--- config.mk ---
export PLATFORM = sky130hd
export DESIGN_NAME = ubr_baud_core
export DESIGN_NICKNAME = d
export VERILOG_FILES = /design/src/rtl/ubr_pkg.sv /design/src/rtl/ubr_baud_timer.sv /design/src/rtl/ubr_break_tx.sv /design/src/rtl/ubr_baud_core.sv
export VERILOG_INCLUDE_DIRS = /design/src /design/src/rtl
export SDC_FILE = /design/constraint.sdc
export NUM_CORES = 1
export LEC_CHECK = 0
export BUFFER_PORTS_ARGS = -buffer_cell sky130_fd_sc_hd__buf_4
export CAP_MARGIN = 20
export CELL_PAD_IN_SITES_DETAIL_PLACEMENT = 0
export CELL_PAD_IN_SITES_GLOBAL_PLACEMENT = 1
export CORE_MARGIN = 10
export CORE_UTILIZATION = 31
export DETAILED_ROUTE_END_ITERATION = 8
export GPL_TIMING_DRIVEN = 0
export PLACE_DENSITY_LB_ADDON = 0.1
export SLEW_MARGIN = 20
export SYNTH_ARGS = -nofsm -noshare
export SYNTH_HDL_FRONTEND = slang
export SYNTH_SLANG_ARGS = --single-unit
--- constraint.sdc ---
create_clock -name core_clk -period 2.85 [get_ports core_clk]
set_input_delay 0.1425 -clock core_clk [delete_from_list [all_inputs] [get_ports core_clk]]
set_output_delay 0.1425 -clock core_clk [all_outputs]
set_load 0.05 [all_outputs]
--- src/rtl/ubr_map.svh ---
`ifndef UBR_MAP_SVH
`define UBR_MAP_SVH
// ----------------------------------------
// mode codes
// ----------------------------------------
`define UBR_MODE_DALI_TOP 3'h4
`define UBR_MODE_DMX 4'ha
`define UBR_MODE_LIN_CLIENT 4'hb
`define UBR_MODE_LIN_HOST 4'hc
// ----------------------------------------
// timing counts and reset values
// ----------------------------------------
`define UBR_BASE_LAST_HI 4'h3
`define UBR_BASE_LAST_NORM 4'hf
`define UBR_ABD_LAST 3'h7
`define UBR_DIV_RESET 16'h0000
`define UBR_SYNC_FALLS 3'h5
`define UBR_SYNC_RISES 3'h5
`define UBR_BREAK_ZEROS 12
`define UBR_CHAR_BITS 5'h0a
`define UBR_BREAK_CHAR_BITS 5'h18
`endif

--- src/rtl/ubr_pkg.sv ---
package ubr_pkg;
  typedef enum logic [2:0] {ABD_OFF, ABD_SKIP_BREAK, ABD_ARMED, ABD_MEASURE, ABD_TAIL} ubr_abd_e;
  typedef struct packed {
    logic [3:0] preCnt;
    logic [2:0] abdCnt;
    logic [15:0] brgCnt;
  } ubr_timer_s;
  typedef struct packed {
    logic busy;
    logic withBreak;
    logic [4:0] bitsLeft;
    logic [23:0] shift;
  } ubr_tx_s;
  typedef struct packed {
    ubr_abd_e abd;
    logic [15:0] divisor;
    logic [15:0] measCnt;
    logic measOvf;
    logic [2:0] fallCnt;
    logic [2:0] riseCnt;
    logic autobaud_enable;
    logic doneFlag;
    logic ovfFlag;
    logic rxIdle;
    logic wakeEn;
    logic wakeFlag;
    logic wakeSeen;
    logic sendBrk;
    logic rxPrev;
  } ubr_core_s;
endpackage

--- src/rtl/ubr_baud_timer.sv ---
`timescale 1ns/1ps
`include "ubr_map.svh"
module ubr_baud_timer #(
  parameter int DIV_W = 16
) (
  input wire logic core_clk,
  input wire logic rst_n,
  input wire logic speedSelect,
  input wire logic timerRestart,
  input wire logic [15:0] divisor,
  output logic bitTick,
  output logic abdTick
);
  generate
    if (DIV_W != 16) begin : g_chk
      $error("ubr_baud_timer: divisor width must be 16");
    end
  endgenerate

  ubr_pkg::ubr_timer_s st_ff;
  ubr_pkg::ubr_timer_s nxt_st;
  logic baseTick;

  // ----------------------------------------
  // prescaler, abd divider and divisor timer
  // ----------------------------------------
  always_comb begin
    nxt_st = st_ff;
    baseTick = st_ff.preCnt == (speedSelect ? `UBR_BASE_LAST_HI : `UBR_BASE_LAST_NORM);
    bitTick = baseTick && (st_ff.brgCnt == divisor);
    abdTick = baseTick && (st_ff.abdCnt == `UBR_ABD_LAST);
    nxt_st.preCnt = baseTick ? 4'h0 : st_ff.preCnt + 4'h1;
    if (baseTick) begin
      nxt_st.abdCnt = st_ff.abdCnt + 3'h1;
      nxt_st.brgCnt = bitTick ? 16'h0000 : st_ff.brgCnt + 16'h0001;
    end
    // new divisor takes effect at once, no wait for the old period
    if (timerRestart) begin
      nxt_st = '0;
    end
  end

  always_ff @(posedge core_clk or negedge rst_n) begin
    if (!rst_n) begin
      st_ff <= '0;
    end else begin
      st_ff <= nxt_st;
    end
  end
endmodule

--- src/rtl/ubr_break_tx.sv ---
`timescale 1ns/1ps
`include "ubr_map.svh"
module ubr_break_tx (
  input wire logic core_clk,
  input wire logic rst_n,
  input wire logic bitTick,
  input wire logic transmitEnable,
  input wire logic sendBreakRequest,
  input wire logic breakForceOverride,
  input wire logic txPolarityInvert,
  input wire logic txBufferWrite,
  input wire logic [7:0] txBufferData,
  output logic txOut,
  output logic transmitIdleFlag,
  output logic breakStopDone
);
  ubr_pkg::ubr_tx_s st_ff;
  ubr_pkg::ubr_tx_s nxt_st;
  logic txLine;

  // ----------------------------------------
  // shifter: optional break frame, then the char
  // ----------------------------------------
  always_comb begin
    nxt_st = st_ff;
    breakStopDone = 1'b0;
    if (!st_ff.busy) begin
      // no holding buffer: a write while busy is dropped
      if (txBufferWrite && transmitEnable) begin
        nxt_st.busy = 1'b1;
        nxt_st.withBreak = sendBreakRequest;
        if (sendBreakRequest) begin
          nxt_st.shift = {1'b1, txBufferData, 1'b0, 1'b1, {`UBR_BREAK_ZEROS{1'b0}}, 1'b0};
          nxt_st.bitsLeft = `UBR_BREAK_CHAR_BITS;
        end else begin
          nxt_st.shift = {14'h3fff, 1'b1, txBufferData, 1'b0};
          nxt_st.bitsLeft = `UBR_CHAR_BITS;
        end
      end
    end else if (bitTick) begin
      nxt_st.shift = {1'b1, st_ff.shift[23:1]};
      nxt_st.bitsLeft = st_ff.bitsLeft - 5'h01;
      // break stop bit ends when the ten char bits remain
      if (st_ff.withBreak && st_ff.bitsLeft == `UBR_CHAR_BITS + 5'h01) begin
        breakStopDone = 1'b1;
      end
      if (st_ff.bitsLeft == 5'h01) begin
        nxt_st.busy = 1'b0;
        nxt_st.withBreak = 1'b0;
      end
    end
    txLine = breakForceOverride ? 1'b0 : (st_ff.busy ? st_ff.shift[0] : 1'b1);
    transmitIdleFlag = !st_ff.busy;
  end

  always_ff @(posedge core_clk or negedge rst_n) begin
    if (!rst_n) begin
      st_ff <= '0;
      txOut <= 1'b1;
    end else begin
      st_ff <= nxt_st;
      txOut <= txLine ^ txPolarityInvert;
    end
  end
endmodule

--- src/rtl/ubr_baud_core.sv ---
`timescale 1ns/1ps
`include "ubr_map.svh"
module ubr_baud_core (
  input wire logic core_clk,
  input wire logic rst_n,
  input wire logic [3:0] uartMode,
  input wire logic baudSpeedSelect,
  input wire logic baudDivisorHighWr,
  input wire logic baudDivisorLowWr,
  input wire logic [7:0] divisorWrData,
  output logic [7:0] baudDivisorHigh,
  output logic [7:0] baudDivisorLow,
  input wire logic autobaudEnableSet,
  input wire logic autobaudEnableClr,
  output logic autobaudEnable,
  input wire logic autobaudDoneClr,
  output logic autobaudDoneFlag,
  input wire logic autobaudOverflowClr,
  output logic autobaudOverflowFlag,
  input wire logic autobaudOverflowIrqEnable,
  input wire logic uartErrorIrqEnable,
  input wire logic peripheralIrqEnable,
  input wire logic globalIrqEnable,
  output logic autobaudOverflowIrq,
  input wire logic wakeEnableSet,
  input wire logic wakeEnableClr,
  output logic wakeEnable,
  input wire logic wakeFlagClr,
  output logic wakeFlag,
  input wire logic uartIrqEnable,
  output logic wakeIrq,
  output logic wakeRequest,
  input wire logic rxIn,
  input wire logic rxPolarityInvert,
  output logic receiveIdleFlag,
  output logic receiverHold,
  output logic baudTick,
  input wire logic transmitEnable,
  input wire logic sendBreakSet,
  input wire logic sendBreakClr,
  output logic sendBreakRequest,
  input wire logic breakForceOverride,
  input wire logic txPolarityInvert,
  input wire logic transmitBufferWrite,
  input wire logic [7:0] transmitBufferData,
  output logic txOut,
  output logic transmitIdleFlag
);
  ubr_pkg::ubr_core_s st_ff;
  ubr_pkg::ubr_core_s nxt_st;

  logic rxLine;
  logic rxFall;
  logic rxRise;
  logic asyncMode;
  logic breakBlocked;
  logic wakeActive;
  logic abdTick;
  logic bitTick;
  logic timerRestart;
  logic breakStopDone;
  logic abdLoad;
  logic [15:0] abdResult;

  // ----------------------------------------
  // line and mode decode
  // ----------------------------------------
  assign rxLine = rxIn ^ rxPolarityInvert;
  assign rxFall = st_ff.rxPrev && !rxLine;
  assign rxRise = !st_ff.rxPrev && rxLine;
  // LIN measures by itself and DALI ignores the enable
  assign asyncMode = !uartMode[3];
  // LIN and DMX make their own break; DALI keeps the bit read-only
  assign breakBlocked = uartMode[3];
  assign wakeActive = st_ff.wakeEn && uartIrqEnable;
  // count n+1 measuring ticks over eight bits equals divisor n
  assign abdResult = (st_ff.measCnt == 16'h0000) ? 16'h0000 : st_ff.measCnt - 16'h0001;
  assign abdLoad = (st_ff.abd == ubr_pkg::ABD_MEASURE) && rxFall && !st_ff.measOvf
                   && (st_ff.fallCnt + 3'h1 == `UBR_SYNC_FALLS);
  assign timerRestart = baudDivisorHighWr || baudDivisorLowWr || abdLoad;

  // ----------------------------------------
  // next-state logic
  // ----------------------------------------
  always_comb begin
    nxt_st = st_ff;
    nxt_st.rxPrev = rxLine;

    // software divisor writes; a completing measurement wins the cycle
    if (baudDivisorHighWr) begin
      nxt_st.divisor[15:8] = divisorWrData;
    end
    if (baudDivisorLowWr) begin
      nxt_st.divisor[7:0] = divisorWrData;
    end

    // flag clears first, so a same-cycle set below wins
    if (autobaudDoneClr) begin
      nxt_st.doneFlag = 1'b0;
    end
    if (autobaudOverflowClr) begin
      nxt_st.ovfFlag = 1'b0;
    end
    if (wakeFlagClr) begin
      nxt_st.wakeFlag = 1'b0;
    end

    // send break control
    if (sendBreakClr || breakStopDone) begin
      nxt_st.sendBrk = 1'b0;
    end
    if (sendBreakSet && !breakBlocked) begin
      nxt_st.sendBrk = 1'b1;
    end

    // wake on break
    if (wakeEnableClr) begin
      nxt_st.wakeEn = 1'b0;
      nxt_st.wakeSeen = 1'b0;
    end
    if (wakeEnableSet) begin
      nxt_st.wakeEn = 1'b1;
    end
    if (wakeActive) begin
      if (!st_ff.wakeSeen && !rxLine) begin
        // any low level counts, so a non-zero char wakes at its start bit
        nxt_st.wakeSeen = 1'b1;
        nxt_st.wakeFlag = 1'b1;
      end else if (st_ff.wakeSeen && rxLine) begin
        nxt_st.wakeEn = 1'b0;
        nxt_st.wakeSeen = 1'b0;
      end
    end

    // auto-baud enable
    if (autobaudEnableClr) begin
      nxt_st.autobaud_enable = 1'b0;
    end
    if (autobaudEnableSet && asyncMode) begin
      nxt_st.autobaud_enable = 1'b1;
    end

    // auto-baud sequence
    unique case (st_ff.abd)
      ubr_pkg::ABD_OFF: begin
        if (st_ff.autobaud_enable && asyncMode) begin
          nxt_st.abd = st_ff.wakeEn ? ubr_pkg::ABD_SKIP_BREAK : ubr_pkg::ABD_ARMED;
        end
      end
      ubr_pkg::ABD_SKIP_BREAK: begin
        // the break ends when hardware drops wake enable
        if (!st_ff.wakeEn) begin
          nxt_st.abd = ubr_pkg::ABD_ARMED;
        end
      end
      ubr_pkg::ABD_ARMED: begin
        if (rxFall) begin
          nxt_st.abd = ubr_pkg::ABD_MEASURE;
          nxt_st.measCnt = 16'h0000;
          nxt_st.measOvf = 1'b0;
          nxt_st.fallCnt = 3'h1;
          nxt_st.riseCnt = 3'h0;
          nxt_st.rxIdle = 1'b0;
        end
      end
      ubr_pkg::ABD_MEASURE: begin
        if (abdTick) begin
          if (st_ff.measCnt == 16'hffff) begin
            nxt_st.measOvf = 1'b1;
            nxt_st.ovfFlag = 1'b1;
          end else begin
            nxt_st.measCnt = st_ff.measCnt + 16'h0001;
          end
        end
        if (rxRise) begin
          nxt_st.riseCnt = st_ff.riseCnt + 3'h1;
        end
        if (rxFall) begin
          nxt_st.fallCnt = st_ff.fallCnt + 3'h1;
          if (st_ff.fallCnt + 3'h1 == `UBR_SYNC_FALLS) begin
            nxt_st.autobaud_enable = 1'b0;
            nxt_st.doneFlag = 1'b1;
            nxt_st.abd = ubr_pkg::ABD_TAIL;
          end
        end
      end
      ubr_pkg::ABD_TAIL: begin
        if (rxRise) begin
          nxt_st.riseCnt = st_ff.riseCnt + 3'h1;
          if (st_ff.riseCnt + 3'h1 == `UBR_SYNC_RISES) begin
            nxt_st.rxIdle = 1'b1;
            nxt_st.abd = ubr_pkg::ABD_OFF;
          end
        end
      end
    endcase

    // divisor stays untouched unless the measurement is clean
    if (abdLoad) begin
      nxt_st.divisor = abdResult;
    end

    // software abort: enable dropped before completion
    if (!st_ff.autobaud_enable && st_ff.abd != ubr_pkg::ABD_OFF && st_ff.abd != ubr_pkg::ABD_TAIL) begin
      nxt_st.abd = ubr_pkg::ABD_OFF;
      nxt_st.rxIdle = 1'b1;
    end
  end

  always_ff @(posedge core_clk or negedge rst_n) begin
    if (!rst_n) begin
      st_ff <= '{abd: ubr_pkg::ABD_OFF, divisor: `UBR_DIV_RESET, measCnt: 16'h0000, measOvf: 1'b0,
                 fallCnt: 3'h0, riseCnt: 3'h0, autobaud_enable: 1'b0, doneFlag: 1'b0, ovfFlag: 1'b0,
                 rxIdle: 1'b1, wakeEn: 1'b0, wakeFlag: 1'b0, wakeSeen: 1'b0, sendBrk: 1'b0,
                 rxPrev: 1'b1};
    end else begin
      st_ff <= nxt_st;
    end
  end

  // ----------------------------------------
  // outputs
  // ----------------------------------------
  assign baudDivisorHigh = st_ff.divisor[15:8];
  assign baudDivisorLow = st_ff.divisor[7:0];
  assign autobaudEnable = st_ff.autobaud_enable;
  assign autobaudDoneFlag = st_ff.doneFlag;
  assign autobaudOverflowFlag = st_ff.ovfFlag;
  assign autobaudOverflowIrq = st_ff.ovfFlag && autobaudOverflowIrqEnable && uartErrorIrqEnable
                               && peripheralIrqEnable && globalIrqEnable;
  assign wakeEnable = st_ff.wakeEn;
  assign wakeFlag = st_ff.wakeFlag;
  assign wakeIrq = st_ff.wakeFlag && uartIrqEnable && peripheralIrqEnable && globalIrqEnable;
  // combinational from the pin so it still works with the clock stopped
  assign wakeRequest = wakeActive && (!rxLine || st_ff.wakeFlag);
  assign receiveIdleFlag = st_ff.rxIdle;
  assign receiverHold = wakeActive || (st_ff.abd != ubr_pkg::ABD_OFF);
  assign sendBreakRequest = st_ff.sendBrk;
  assign baudTick = bitTick;

  // ----------------------------------------
  // timer and transmit path
  // ----------------------------------------
  ubr_baud_timer #(
    .DIV_W(16)
  ) u_timer (
    .core_clk(core_clk),
    .rst_n(rst_n),
    .speedSelect(baudSpeedSelect),
    .timerRestart(timerRestart),
    .divisor(st_ff.divisor),
    .bitTick(bitTick),
    .abdTick(abdTick)
  );

  ubr_break_tx u_tx (
    .core_clk(core_clk),
    .rst_n(rst_n),
    .bitTick(bitTick),
    .transmitEnable(transmitEnable),
    .sendBreakRequest(st_ff.sendBrk),
    .breakForceOverride(breakForceOverride),
    .txPolarityInvert(txPolarityInvert),
    .txBufferWrite(transmitBufferWrite),
    .txBufferData(transmitBufferData),
    .txOut(txOut),
    .transmitIdleFlag(transmitIdleFlag),
    .breakStopDone(breakStopDone)
  );
endmodule

==> results of run 1 <==
worst reg2reg max path, stage by stage (launching register included):
cell and delay [ns]:
dfrtp_1 0.40, ha_1 0.23, xor2_1 0.17, and3_1 0.19, clkbuf_1 0.22, a21oi_2 0.37, nand3_1 0.42, o311ai_0 0.50
final timing paths:
kind                                           endpoint  slack (ns)  cells past startpoint
max                        u_timer.st_ff[6]$_DFFE_PN0P_        0.22                      7
min                        sendBreakRequest$_DFFE_PN0P_        0.02                      2
max reg2reg                u_timer.st_ff[6]$_DFFE_PN0P_        0.22                      7
min reg2reg                 u_timer.st_ff[19]$_DFF_PN0_        0.46                      1
max in group asynchronous   receiveIdleFlag$_DFFE_PN1P_        1.89                      3
min in group asynchronous  sendBreakRequest$_DFFE_PN0P_        0.26                      2
per-stage QoR:
step                TNS [ns]  worst slack, ns
finish                     0            0.217
global route               0          0.00380
CTS                        0           0.0593
detailed placement   -0.0635          -0.0635
global placement    -0.00959         -0.00959
floorplan                  0            0.510
flip-flops by register name (all words and copies together), names as in the netlist, 8 cells and up:
name	cells
st_ff	28
baudDivisorHigh	8
u_timer.st_ff	23
baudDivisorLow	8
u_tx.st_ff	31
layout make-up:
| cell class | count | area share |
|---|---|---|
| Multi-Input combinational cell | 470 | 0.412 |
| Clock buffer | 9 | 0.0301 |
| Tap cell | 265 | 0.0444 |
| Sequential cell | 106 | 0.356 |
| Inverter | 37 | 0.0186 |
| Buffer | 62 | 0.0430 |
| Timing Repair Buffer | 79 | 0.0846 |
| Clock inverter | 7 | 0.0119 |
power by group:
part           internal (uW)  switching [uW]
Sequential              1600            81.1
Combinational            336             558
Clock                    697             615
kinds of logic after synthesis:
logic type | count (synthesis) | share of synthesized area
flops | 106 | 0.430
simple gates | 255 | 0.223
xor+xnor | 46 | 0.0664
mux | 8 | 0.0134
fa+ha+maj | 14 | 0.0283
buf+inv | 100 | 0.0747
compound gates | 147 | 0.165
synth_stat cells (all sizes together), types with 4 or more instances:
master	instances	share of area
and4	8	0.012
nand4b	4	0.0067
a21o	4	0.0049
or4	6	0.0079
a221o	16	0.026
clkbuf	34	0.021
xor2	29	0.041
nor3	27	0.023
inv	37	0.022
xnor2	17	0.025
or2	7	0.0075
o21ai	28	0.023
a21oi	42	0.035
o31ai	5	0.0061
nand3	45	0.036
mux2i	6	0.0097
and3	7	0.0071
a2bb2oi	16	0.023
dfrtp	103	0.42
nand2	54	0.033
nor2	41	0.025
nand2b	5	0.0051
a31oi	6	0.0061
ha	14	0.028
buf	29	0.032
o311ai	10	0.014
nor4	17	0.021
nand4	15	0.015
layer usage:
metal	up-vias	wire length [um]
met4	0	208
li1	2619	-
met5	-	0
met1	2550	7990
met2	70	9230
met3	13	503
what timing repair did:
item,CTS,global route
resized for setup,1,6
cloned,0,0
endpoints found under the hold margin,45,0
hold buffers,6,0
endpoints found under the setup margin,1,12
pin swaps,1,0
setup buffers,1,0
==> impl_metrics.csv, run 1 <==
group,metric,value,unit
outcome,status,"complete, no violations",
route,vias,5252,
setup_path,path_class,"flop to flop",
floorplanning,fp.dieH,161,um
route,avgRoutedWirePerCell,17.3,um
floorplanning,rows,51,
grt,gr-usage-met2,0.246,
final_layout,fin_area,7470,sq um
grt,grt_util_all_layers,0.140,
floorplanning,io_pins,75,
sta,worst_pin_slew,0.553,ns
sta,min_period,2.63,ns
final_layout,fin_nets,824,
setup_path,r2r-start,"st_ff[12]$_DFFE_PN0P_",
final_layout,antennaDiodeCount,0,
synth,avgSynthCellArea,9.15,sq um
floorplanning,core-area,19500,sq um
sta,slew_viol_final,0,
grt,first_global_vias,5481,
synth,netlist_area,6180,sq um
final_layout,final.fill_count,2030,
clock_tree,clkTransAtPathRegs,0.08,ns
final_layout,multi_input_comb_area,3080,sq um
placed_design,placed_area,7080,sq um
sta,slew_headroom,0.629,
final_layout,final_common_cell,"dfrtp_1",
placed_design,post-dp-hpwl,13600,um
final_layout,final_core_util,0.383,
clock_tree,clkLatencyLatePin,0.36,ns
setup_path,cp_top_family,"compound AO/OA/AOI/OAI gates",
route,wirelength,17900,um
worst_hold_path,hp-class,"input pin to flop",
power,finalPower,3890,uW
setup_path,critical_path_buf_inv_count,1,
grt,grt_first_pass_wirelength,29400,um
sta,clock_skew,0.00880,ns
final_layout,area_growth,20.8,%
final_layout,instances_no_fill,1035,
placed_design,dpl.cell_count,1013,
grt,grt_max_degree,67,
grt,grt_overflow,0,
power,peakVddDrop,0.000255,V
synth,ys_ff_latch,106,
sta,hold_viol_final,0,
sta,setup_viol,0,
setup_path,crit_path_end_kind,"flop",
route,first_iter_violations,217,
setup_path,critical_path_arrival,2.86,ns
sta,rsz0062_at_grt,"no",
clock_tree,clock_path_buffers,2,
placed_design,port_buffers,71,
clock_tree,cts_tree,"yes",
route,drtPass1Iterations,4,
power,cellPowerDensity,520,nW/um^2
placed_design,gp_congestion,0.807,
synth,synthArstFlopShare,1.00,
synth,synth_top_flop_cell,"dfrtp_1",
synth,yosysWarnings,0,
worst_hold_path,hp-start,"sendBreakSet",
route,drtAntennaViolNets,0,
setup_path,critPathMaxFanout,10,
grt,antenna_found_initial,0,
synth,syn_nets,735,
synth,synthDistinctLibCells,69,
setup_path,start_kind,"flop",
setup_path,crit_chain,"ha_1 > xor2_1 > and3_1 > clkbuf_1 > a21oi_2 > nand3_1 > o311ai_0",
grt,grtUsageMet3,0.0310,
setup_path,cp_slowest_stage_delay,0.50,ns
synth,synth_edf_count,0,
route,vias_per_cell,5.07,
clock_tree,cts.sinks,106,
final_layout,mostFrequentLayoutCells,"dfrtp_1, buf_4, nand2_1, nand3_1",
setup_path,critPathLaunch,"st_ff[12]$_DFFE_PN0P_",
floorplanning,die_area,26000,sq um
final_layout,drive_above_1_share,0.190,
clock_tree,cts-root-buf,"clkbuf_16",
clock_tree,cts_buffers,9,
power,p_leak,0.00331,uW
floorplanning,initial_utilization,0.317,
synth,synth_cells,676,
grt,top_usage_layer,"met2",
job,maxCapViolCount,0,
route,drcViolationCount,0,
final_layout,regArea,2660,sq um
floorplanning,fp.dieW,161,um
setup_path,crit_required,3.08,ns
setup_path,slowest_stage,"o311ai_0",
sta,whs,0.0190,ns
grt,grt.met1_usage,0.170,
synth,ys_seq_area_frac,0.430,
clock_tree,htree_levels,3,
sta,fin_crit_sh,0.924,
sta,max_freq,0.380,GHz
Power figures use the tool's default switching activity.
==> run 2, diff against run 1 <==
--- a/config.mk
+++ b/config.mk
@@ -9,9 +9,10 @@
 export BUFFER_PORTS_ARGS = -buffer_cell sky130_fd_sc_hd__buf_4
 export CAP_MARGIN = 20
 export CELL_PAD_IN_SITES_DETAIL_PLACEMENT = 0
-export CELL_PAD_IN_SITES_GLOBAL_PLACEMENT = 1
+export CELL_PAD_IN_SITES_GLOBAL_PLACEMENT = 2
 export CORE_MARGIN = 10
 export CORE_UTILIZATION = 31
+export CTS_CLUSTER_SIZE = 24
 export DETAILED_ROUTE_END_ITERATION = 8
 export GPL_TIMING_DRIVEN = 0
 export PLACE_DENSITY_LB_ADDON = 0.1
==> impl_metrics.csv, run 2 (synthesized netlist as in run 1, its figures left out) <==
group,metric,value,unit
outcome,status,"complete, no violations",
setup_path,regToRegSetupSlack,0.22,ns
clock_tree,cts_buffers,9,
setup_path,critical_path_arrival,2.88,ns
route,drtPass1Iterations,4,
grt,grt_util_all_layers,0.143,
placed_design,post-dp-hpwl,13900,um
route,drcViolationCount,0,
clock_tree,clkTransAtPathRegs,0.08,ns
clock_tree,cts.sinks,106,
final_layout,top_regs,"u_tx.st_ff: 31 flops, st_ff: 28 flops, u_timer.st_ff: 23 flops",
grt,grt_overflow,0,
floorplanning,initial_utilization,0.317,
setup_path,slowest_stage,"clkbuf_1",
setup_path,crit_required,3.11,ns
clock_tree,clkLatencyLatePin,0.37,ns
worst_hold_path,hp-class,"input pin to flop",
clock_tree,htree_levels,3,
setup_path,start_kind,"flop",
setup_path,rr_endpoint,"u_timer.st_ff[7]$_DFFE_PN0P_",
setup_path,cp_slowest_stage_delay,0.48,ns
grt,first_global_vias,5547,
sta,fin_crit_sh,0.922,
sta,setup_viol,0,
setup_path,critPathMaxFanout,10,
route,drtAntennaViolNets,0,
route,vias,5378,
setup_path,crit_path_end_kind,"flop",
grt,grtUsageMet3,0.0257,
sta,clock_skew,0.0123,ns
sta,setup_tns,0,ns
placed_design,dpl.cell_count,1013,
setup_path,cp_top_family,"buffers and inverters",
final_layout,regArea,2660,sq um
setup_path,r2r_cells,8,
final_layout,final_common_cell,"dfrtp_1",
placed_design,gp_congestion,0.807,
grt,top_usage_layer,"met2",
final_layout,instances_no_fill,1037,
worst_hold_path,hp-start,"wakeEnableSet",
floorplanning,rows,51,
setup_path,crit_chain,"ha_1 > and4bb_2 > or2_2 > clkbuf_1 > a211oi_1 > clkbuf_1 > nand2_1 > o311ai_0",
sta,min_period,2.63,ns
job,maxCapViolCount,0,
floorplanning,core-area,19500,sq um
final_layout,top_register,"u_tx.st_ff",
grt,grt.met1_usage,0.175,
power,p_leak,0.00332,uW
power,finalPower,4020,uW
final_layout,antennaDiodeCount,0,
route,avgRoutedWirePerCell,17.9,um
setup_path,cpMostUsedCell,"clkbuf_1",
clock_tree,cts_tree,"yes",
grt,gr-usage-met2,0.253,
placed_design,port_buffers,71,
sta,worst_pin_slew,0.757,ns
grt,grt_first_pass_wirelength,30100,um
clock_tree,cts-root-buf,"clkbuf_16",
floorplanning,fp.dieW,161,um
sta,slew_headroom,0.492,
final_layout,final.fill_count,2034,
sta,slew_viol_final,0,
worst_hold_path,hold_path_depth,3,
floorplanning,die_area,26000,sq um
grt,grt_max_degree,57,
sta,hold_viol_final,0,
final_layout,drive_above_1_share,0.188,
final_layout,fin_nets,826,
power,cellPowerDensity,536,nW/um^2
floorplanning,fp.dieH,161,um
power,peakVddDrop,0.000331,V
sta,rsz0062_at_grt,"no",
final_layout,area_growth,21.2,%
final_layout,mostFrequentLayoutCells,"dfrtp_1, buf_4, nand2_1, nand3_1",
route,vias_per_cell,5.19,
grt,antenna_found_initial,0,
setup_path,path_class,"flop to flop",
floorplanning,io_pins,75,
route,first_iter_violations,215,
final_layout,multi_input_comb_area,3070,sq um
setup_path,r2r-start,"u_timer.st_ff[19]$_DFF_PN0_",
route,wirelength,18600,um
sta,max_freq,0.381,GHz
worst_hold_path,whs_endpoint,"wakeEnable$_DFF_PN0_",
setup_path,critical_path_buf_inv_count,2,
clock_tree,clock_path_buffers,2,
final_layout,largest_reg_flops,31,
-- run 2: repair_timing --
| item | CTS | global route |
|---|---|---|
| resized for setup | 1 | 4 |
| endpoints found under the setup margin | 1 | 1 |
| setup buffers | 1 | 0 |
| hold buffers | 7 | 0 |
| hold endpoints to repair | 54 | 0 |
| pin swaps | 1 | 0 |
-- run 2: cell type report --
cell class,instances,share of cell area
well taps,265,0.0442
inverters,37,0.0185
clock inverters,7,0.0142
plain buffers,63,0.0434
flip-flops and latches,106,0.354
repair buffers,80,0.0856
clock buffers,9,0.0300
multi-input cells,470,0.410
-- run 2: worst register-to-register path, stage by stage (launching register included) --
cell and delay (ns):
dfrtp_1 0.40, ha_1 0.25, and4bb_2 0.30, or2_2 0.30, clkbuf_1 0.25, a211oi_1 0.34, clkbuf_1 0.48, nand2_1 0.10
o311ai_0 0.11
-- run 2: worst max path at each step --
stage	from	endpoint	slack (ns)	cells after the start
finish	u_timer.st_ff[19]$_DFF_PN0_	u_timer.st_ff[7]$_DFFE_PN0P_	0.22	8
global route	u_timer.st_ff[8]$_DFFE_PN0P_	baudTick	0.04	7
CTS	u_timer.st_ff[5]$_DFFE_PN0P_	baudTick	0.02	7
detailed placement	u_timer.st_ff[0]$_DFFE_PN0P_	baudTick	0.12	7
global placement	u_timer.st_ff[0]$_DFFE_PN0P_	baudTick	0.06	7
floorplan	u_timer.st_ff[5]$_DFFE_PN0P_	baudTick	0.51	6
-- run 2: metrics by stage --
stage	cell area, sq um	setup WS (ns)	hold slack, ns	util
after global routing	7500	0.0418	0.0270	0.384
after detailed placement	7080	0.118	0.147	0.363
after CTS	7490	0.0247	0.0173	0.384
after floorplan	6180	0.510	-0.153	-
final	7500	0.223	0.0270	0.384
after global placement	7050	0.0620	0.293	0.361
-- run 2: metal layers --
layer,share of wire,wire (um),vias up
li1,-,-,2623
met1,0.44,8160,2642
met2,0.51,9470,99
met3,0.039,732,14
met4,0.012,227,0
met5,0,0,-
-- run 2: power breakdown --
group	total, uW	switching [uW]	internal, uW
clock	1440	647	790
combinational	897	561	336
sequential	1690	88.0	1600
total	4020	1300	2720
==> run 3, diff against run 2 <==
--- a/config.mk
+++ b/config.mk
@@ -16,6 +16,7 @@
 export DETAILED_ROUTE_END_ITERATION = 8
 export GPL_TIMING_DRIVEN = 0
 export PLACE_DENSITY_LB_ADDON = 0.1
+export RECOVER_POWER = 25
 export SLEW_MARGIN = 20
 export SYNTH_ARGS = -nofsm -noshare
 export SYNTH_HDL_FRONTEND = slang
==> impl_metrics.csv, run 3 (synthesized netlist as in run 1, its figures left out) <==
group,metric,value,unit
outcome,status,"complete, no violations",
grt,grt.met1_usage,0.175,
route,first_iter_violations,214,
grt,grtUsageMet3,0.0257,
grt,grt_overflow,0,
final_layout,drive_above_1_share,0.187,
power,comb_power_share,0.222,
route,vias,5371,
setup_path,path_class,"flop to flop",
sta,hold_viol_final,0,
sta,max_freq,0.378,GHz
power,p_leak,0.00331,uW
clock_tree,clkTransAtPathRegs,0.08,ns
final_layout,final_common_cell,"dfrtp_1",
setup_path,cpMostUsedCell,"clkbuf_1",
sta,setup_viol,0,
grt,grt_first_pass_wirelength,30100,um
setup_path,cp_slowest_stage_delay,0.48,ns
sta,worst_pin_slew,1.34,ns
setup_path,critPathMaxFanout,10,
route,drcViolationCount,0,
route,drtPass1Iterations,4,
final_layout,final.fill_count,2040,
route,drtAntennaViolNets,0,
setup_path,crit_required,3.11,ns
power,pwr-share-clk,0.358,
floorplanning,fp.dieW,161,um
floorplanning,die_area,26000,sq um
floorplanning,io_pins,75,
clock_tree,cts_buffers,9,
route,avgRoutedWirePerCell,17.9,um
setup_path,crit_chain,"ha_1 > and4bb_2 > or2_2 > clkbuf_1 > a211oi_1 > clkbuf_1 > nand2_1 > o311ai_0",
clock_tree,clock_path_buffers,2,
clock_tree,clkLatencyLatePin,0.36,ns
sta,fin_crit_sh,0.928,
grt,grt_max_degree,57,
floorplanning,fp.dieH,161,um
setup_path,critical_path_arrival,2.90,ns
sta,setup_tns,0,ns
grt,first_global_vias,5547,
sta,slew_viol_final,0,
final_layout,antennaDiodeCount,0,
sta,slew_headroom,0.107,
grt,grt_util_all_layers,0.143,
setup_path,start_kind,"flop",
floorplanning,rows,51,
power,seq_power_share,0.420,
floorplanning,initial_utilization,0.317,
power,peakVddDrop,0.000331,V
worst_hold_path,hp-class,"input pin to flop",
power,internal_power,2720,uW
final_layout,top_regs,"u_tx.st_ff: 31 flops, st_ff: 28 flops, u_timer.st_ff: 23 flops",
final_layout,area_growth,20.7,%
power,switching_share,0.322,
final_layout,top_register,"u_tx.st_ff",
grt,gr-usage-met2,0.253,
final_layout,largest_reg_flops,31,
power,switching_power,1290,uW
final_layout,mostFrequentLayoutCells,"dfrtp_1, buf_4, nand2_1, nand3_1",
setup_path,cp_top_family,"buffers and inverters",
clock_tree,cts_tree,"yes",
route,wirelength,18600,um
grt,top_usage_layer,"met2",
power,cellPowerDensity,537,nW/um^2
placed_design,post-dp-hpwl,13900,um
clock_tree,htree_levels,3,
sta,min_period,2.64,ns
clock_tree,cts.sinks,106,
final_layout,fin_nets,826,
sta,clock_skew,0.0109,ns
setup_path,slowest_stage,"clkbuf_1",
route,vias_per_cell,5.18,
placed_design,gp_congestion,0.807,
floorplanning,core-area,19500,sq um
setup_path,critical_path_buf_inv_count,2,
sta,rsz0062_at_grt,"no",
sta,whs,0.0269,ns
clock_tree,cts-root-buf,"clkbuf_16",
power,finalPower,4010,uW
setup_path,crit_path_end_kind,"flop",
grt,antenna_found_initial,0,
job,maxCapViolCount,0,
placed_design,port_buffers,71,
## run 3: power by group through the flow
stage	sequential, uW	combinational, uW	clock [uW]
finish	1690	891	1430
global route	1700	986	1550
CTS	1690	910	1500
detailed placement	1720	899	0
global placement	1710	884	0
floorplan	1730	570	0
## run 3: stage by stage
step | cells | util | worst slack (ns) | area, sq um
2_1_floorplan | 676 | - | 0.510 | 6180
3_3_place_gp | 1012 | 0.361 | 0.0620 | 7050
3_5_place_dp | 1013 | 0.363 | 0.118 | 7080
4_1_cts | 1037 | 0.384 | 0.0247 | 7490
5_1_grt | 1037 | 0.382 | 0.0418 | 7460
6_report | 1037 | 0.382 | 0.205 | 7460
## run 3: cell type report
type | instances | area (sq um) | share of cell area
clock buffer | 9 | 225 | 0.0302
tap | 265 | 332 | 0.0444
inverter | 37 | 139 | 0.0186
timing repair buffer | 80 | 616 | 0.0825
multi-input combinational | 470 | 3060 | 0.411
sequential | 106 | 2660 | 0.356
buffer | 63 | 325 | 0.0436
clock inverter | 7 | 106 | 0.0142
## run 3: repair_timing
action,CTS,global route
hold endpoints to repair,54,0
hold buffers,7,0
setup buffers,1,0
pin swaps,1,0
resized for setup,1,4
setup endpoints to repair,1,1
## run 3: path summary, 6_finish.rpt
kind | from | endpoint | slack (ns) | cells after the start
min | wakeEnableSet | wakeEnable$_DFF_PN0_ | 0.03 | 3
max reg2reg | u_timer.st_ff[19]$_DFF_PN0_ | u_timer.st_ff[11]$_DFFE_PN0P_ | 0.21 | 8
min reg2reg | u_timer.st_ff[19]$_DFF_PN0_ | u_timer.st_ff[19]$_DFF_PN0_ | 0.47 | 1
max in group asynchronous | rst_n | st_ff[21]$_DFFE_PN0P_ | 0.64 | 3
min in group asynchronous | rst_n | u_timer.st_ff[19]$_DFF_PN0_ | 0.62 | 2
max | u_timer.st_ff[19]$_DFF_PN0_ | u_timer.st_ff[11]$_DFFE_PN0P_ | 0.21 | 8
## run 3: worst register-to-register path, delay by kind of cell (launching register included)
family	cells	cell delay [ns]
fa+ha+maj	1	0.25
compound gates	2	0.44
buf+inv	2	0.74
simple gates	3	0.71
flops	1	0.40
## run 3: per-layer routing
metal	routed length (um)	up-vias
met2	9480	104
met4	219	0
met5	0	-
li1	-	2626
met3	830	14
met1	8050	2627
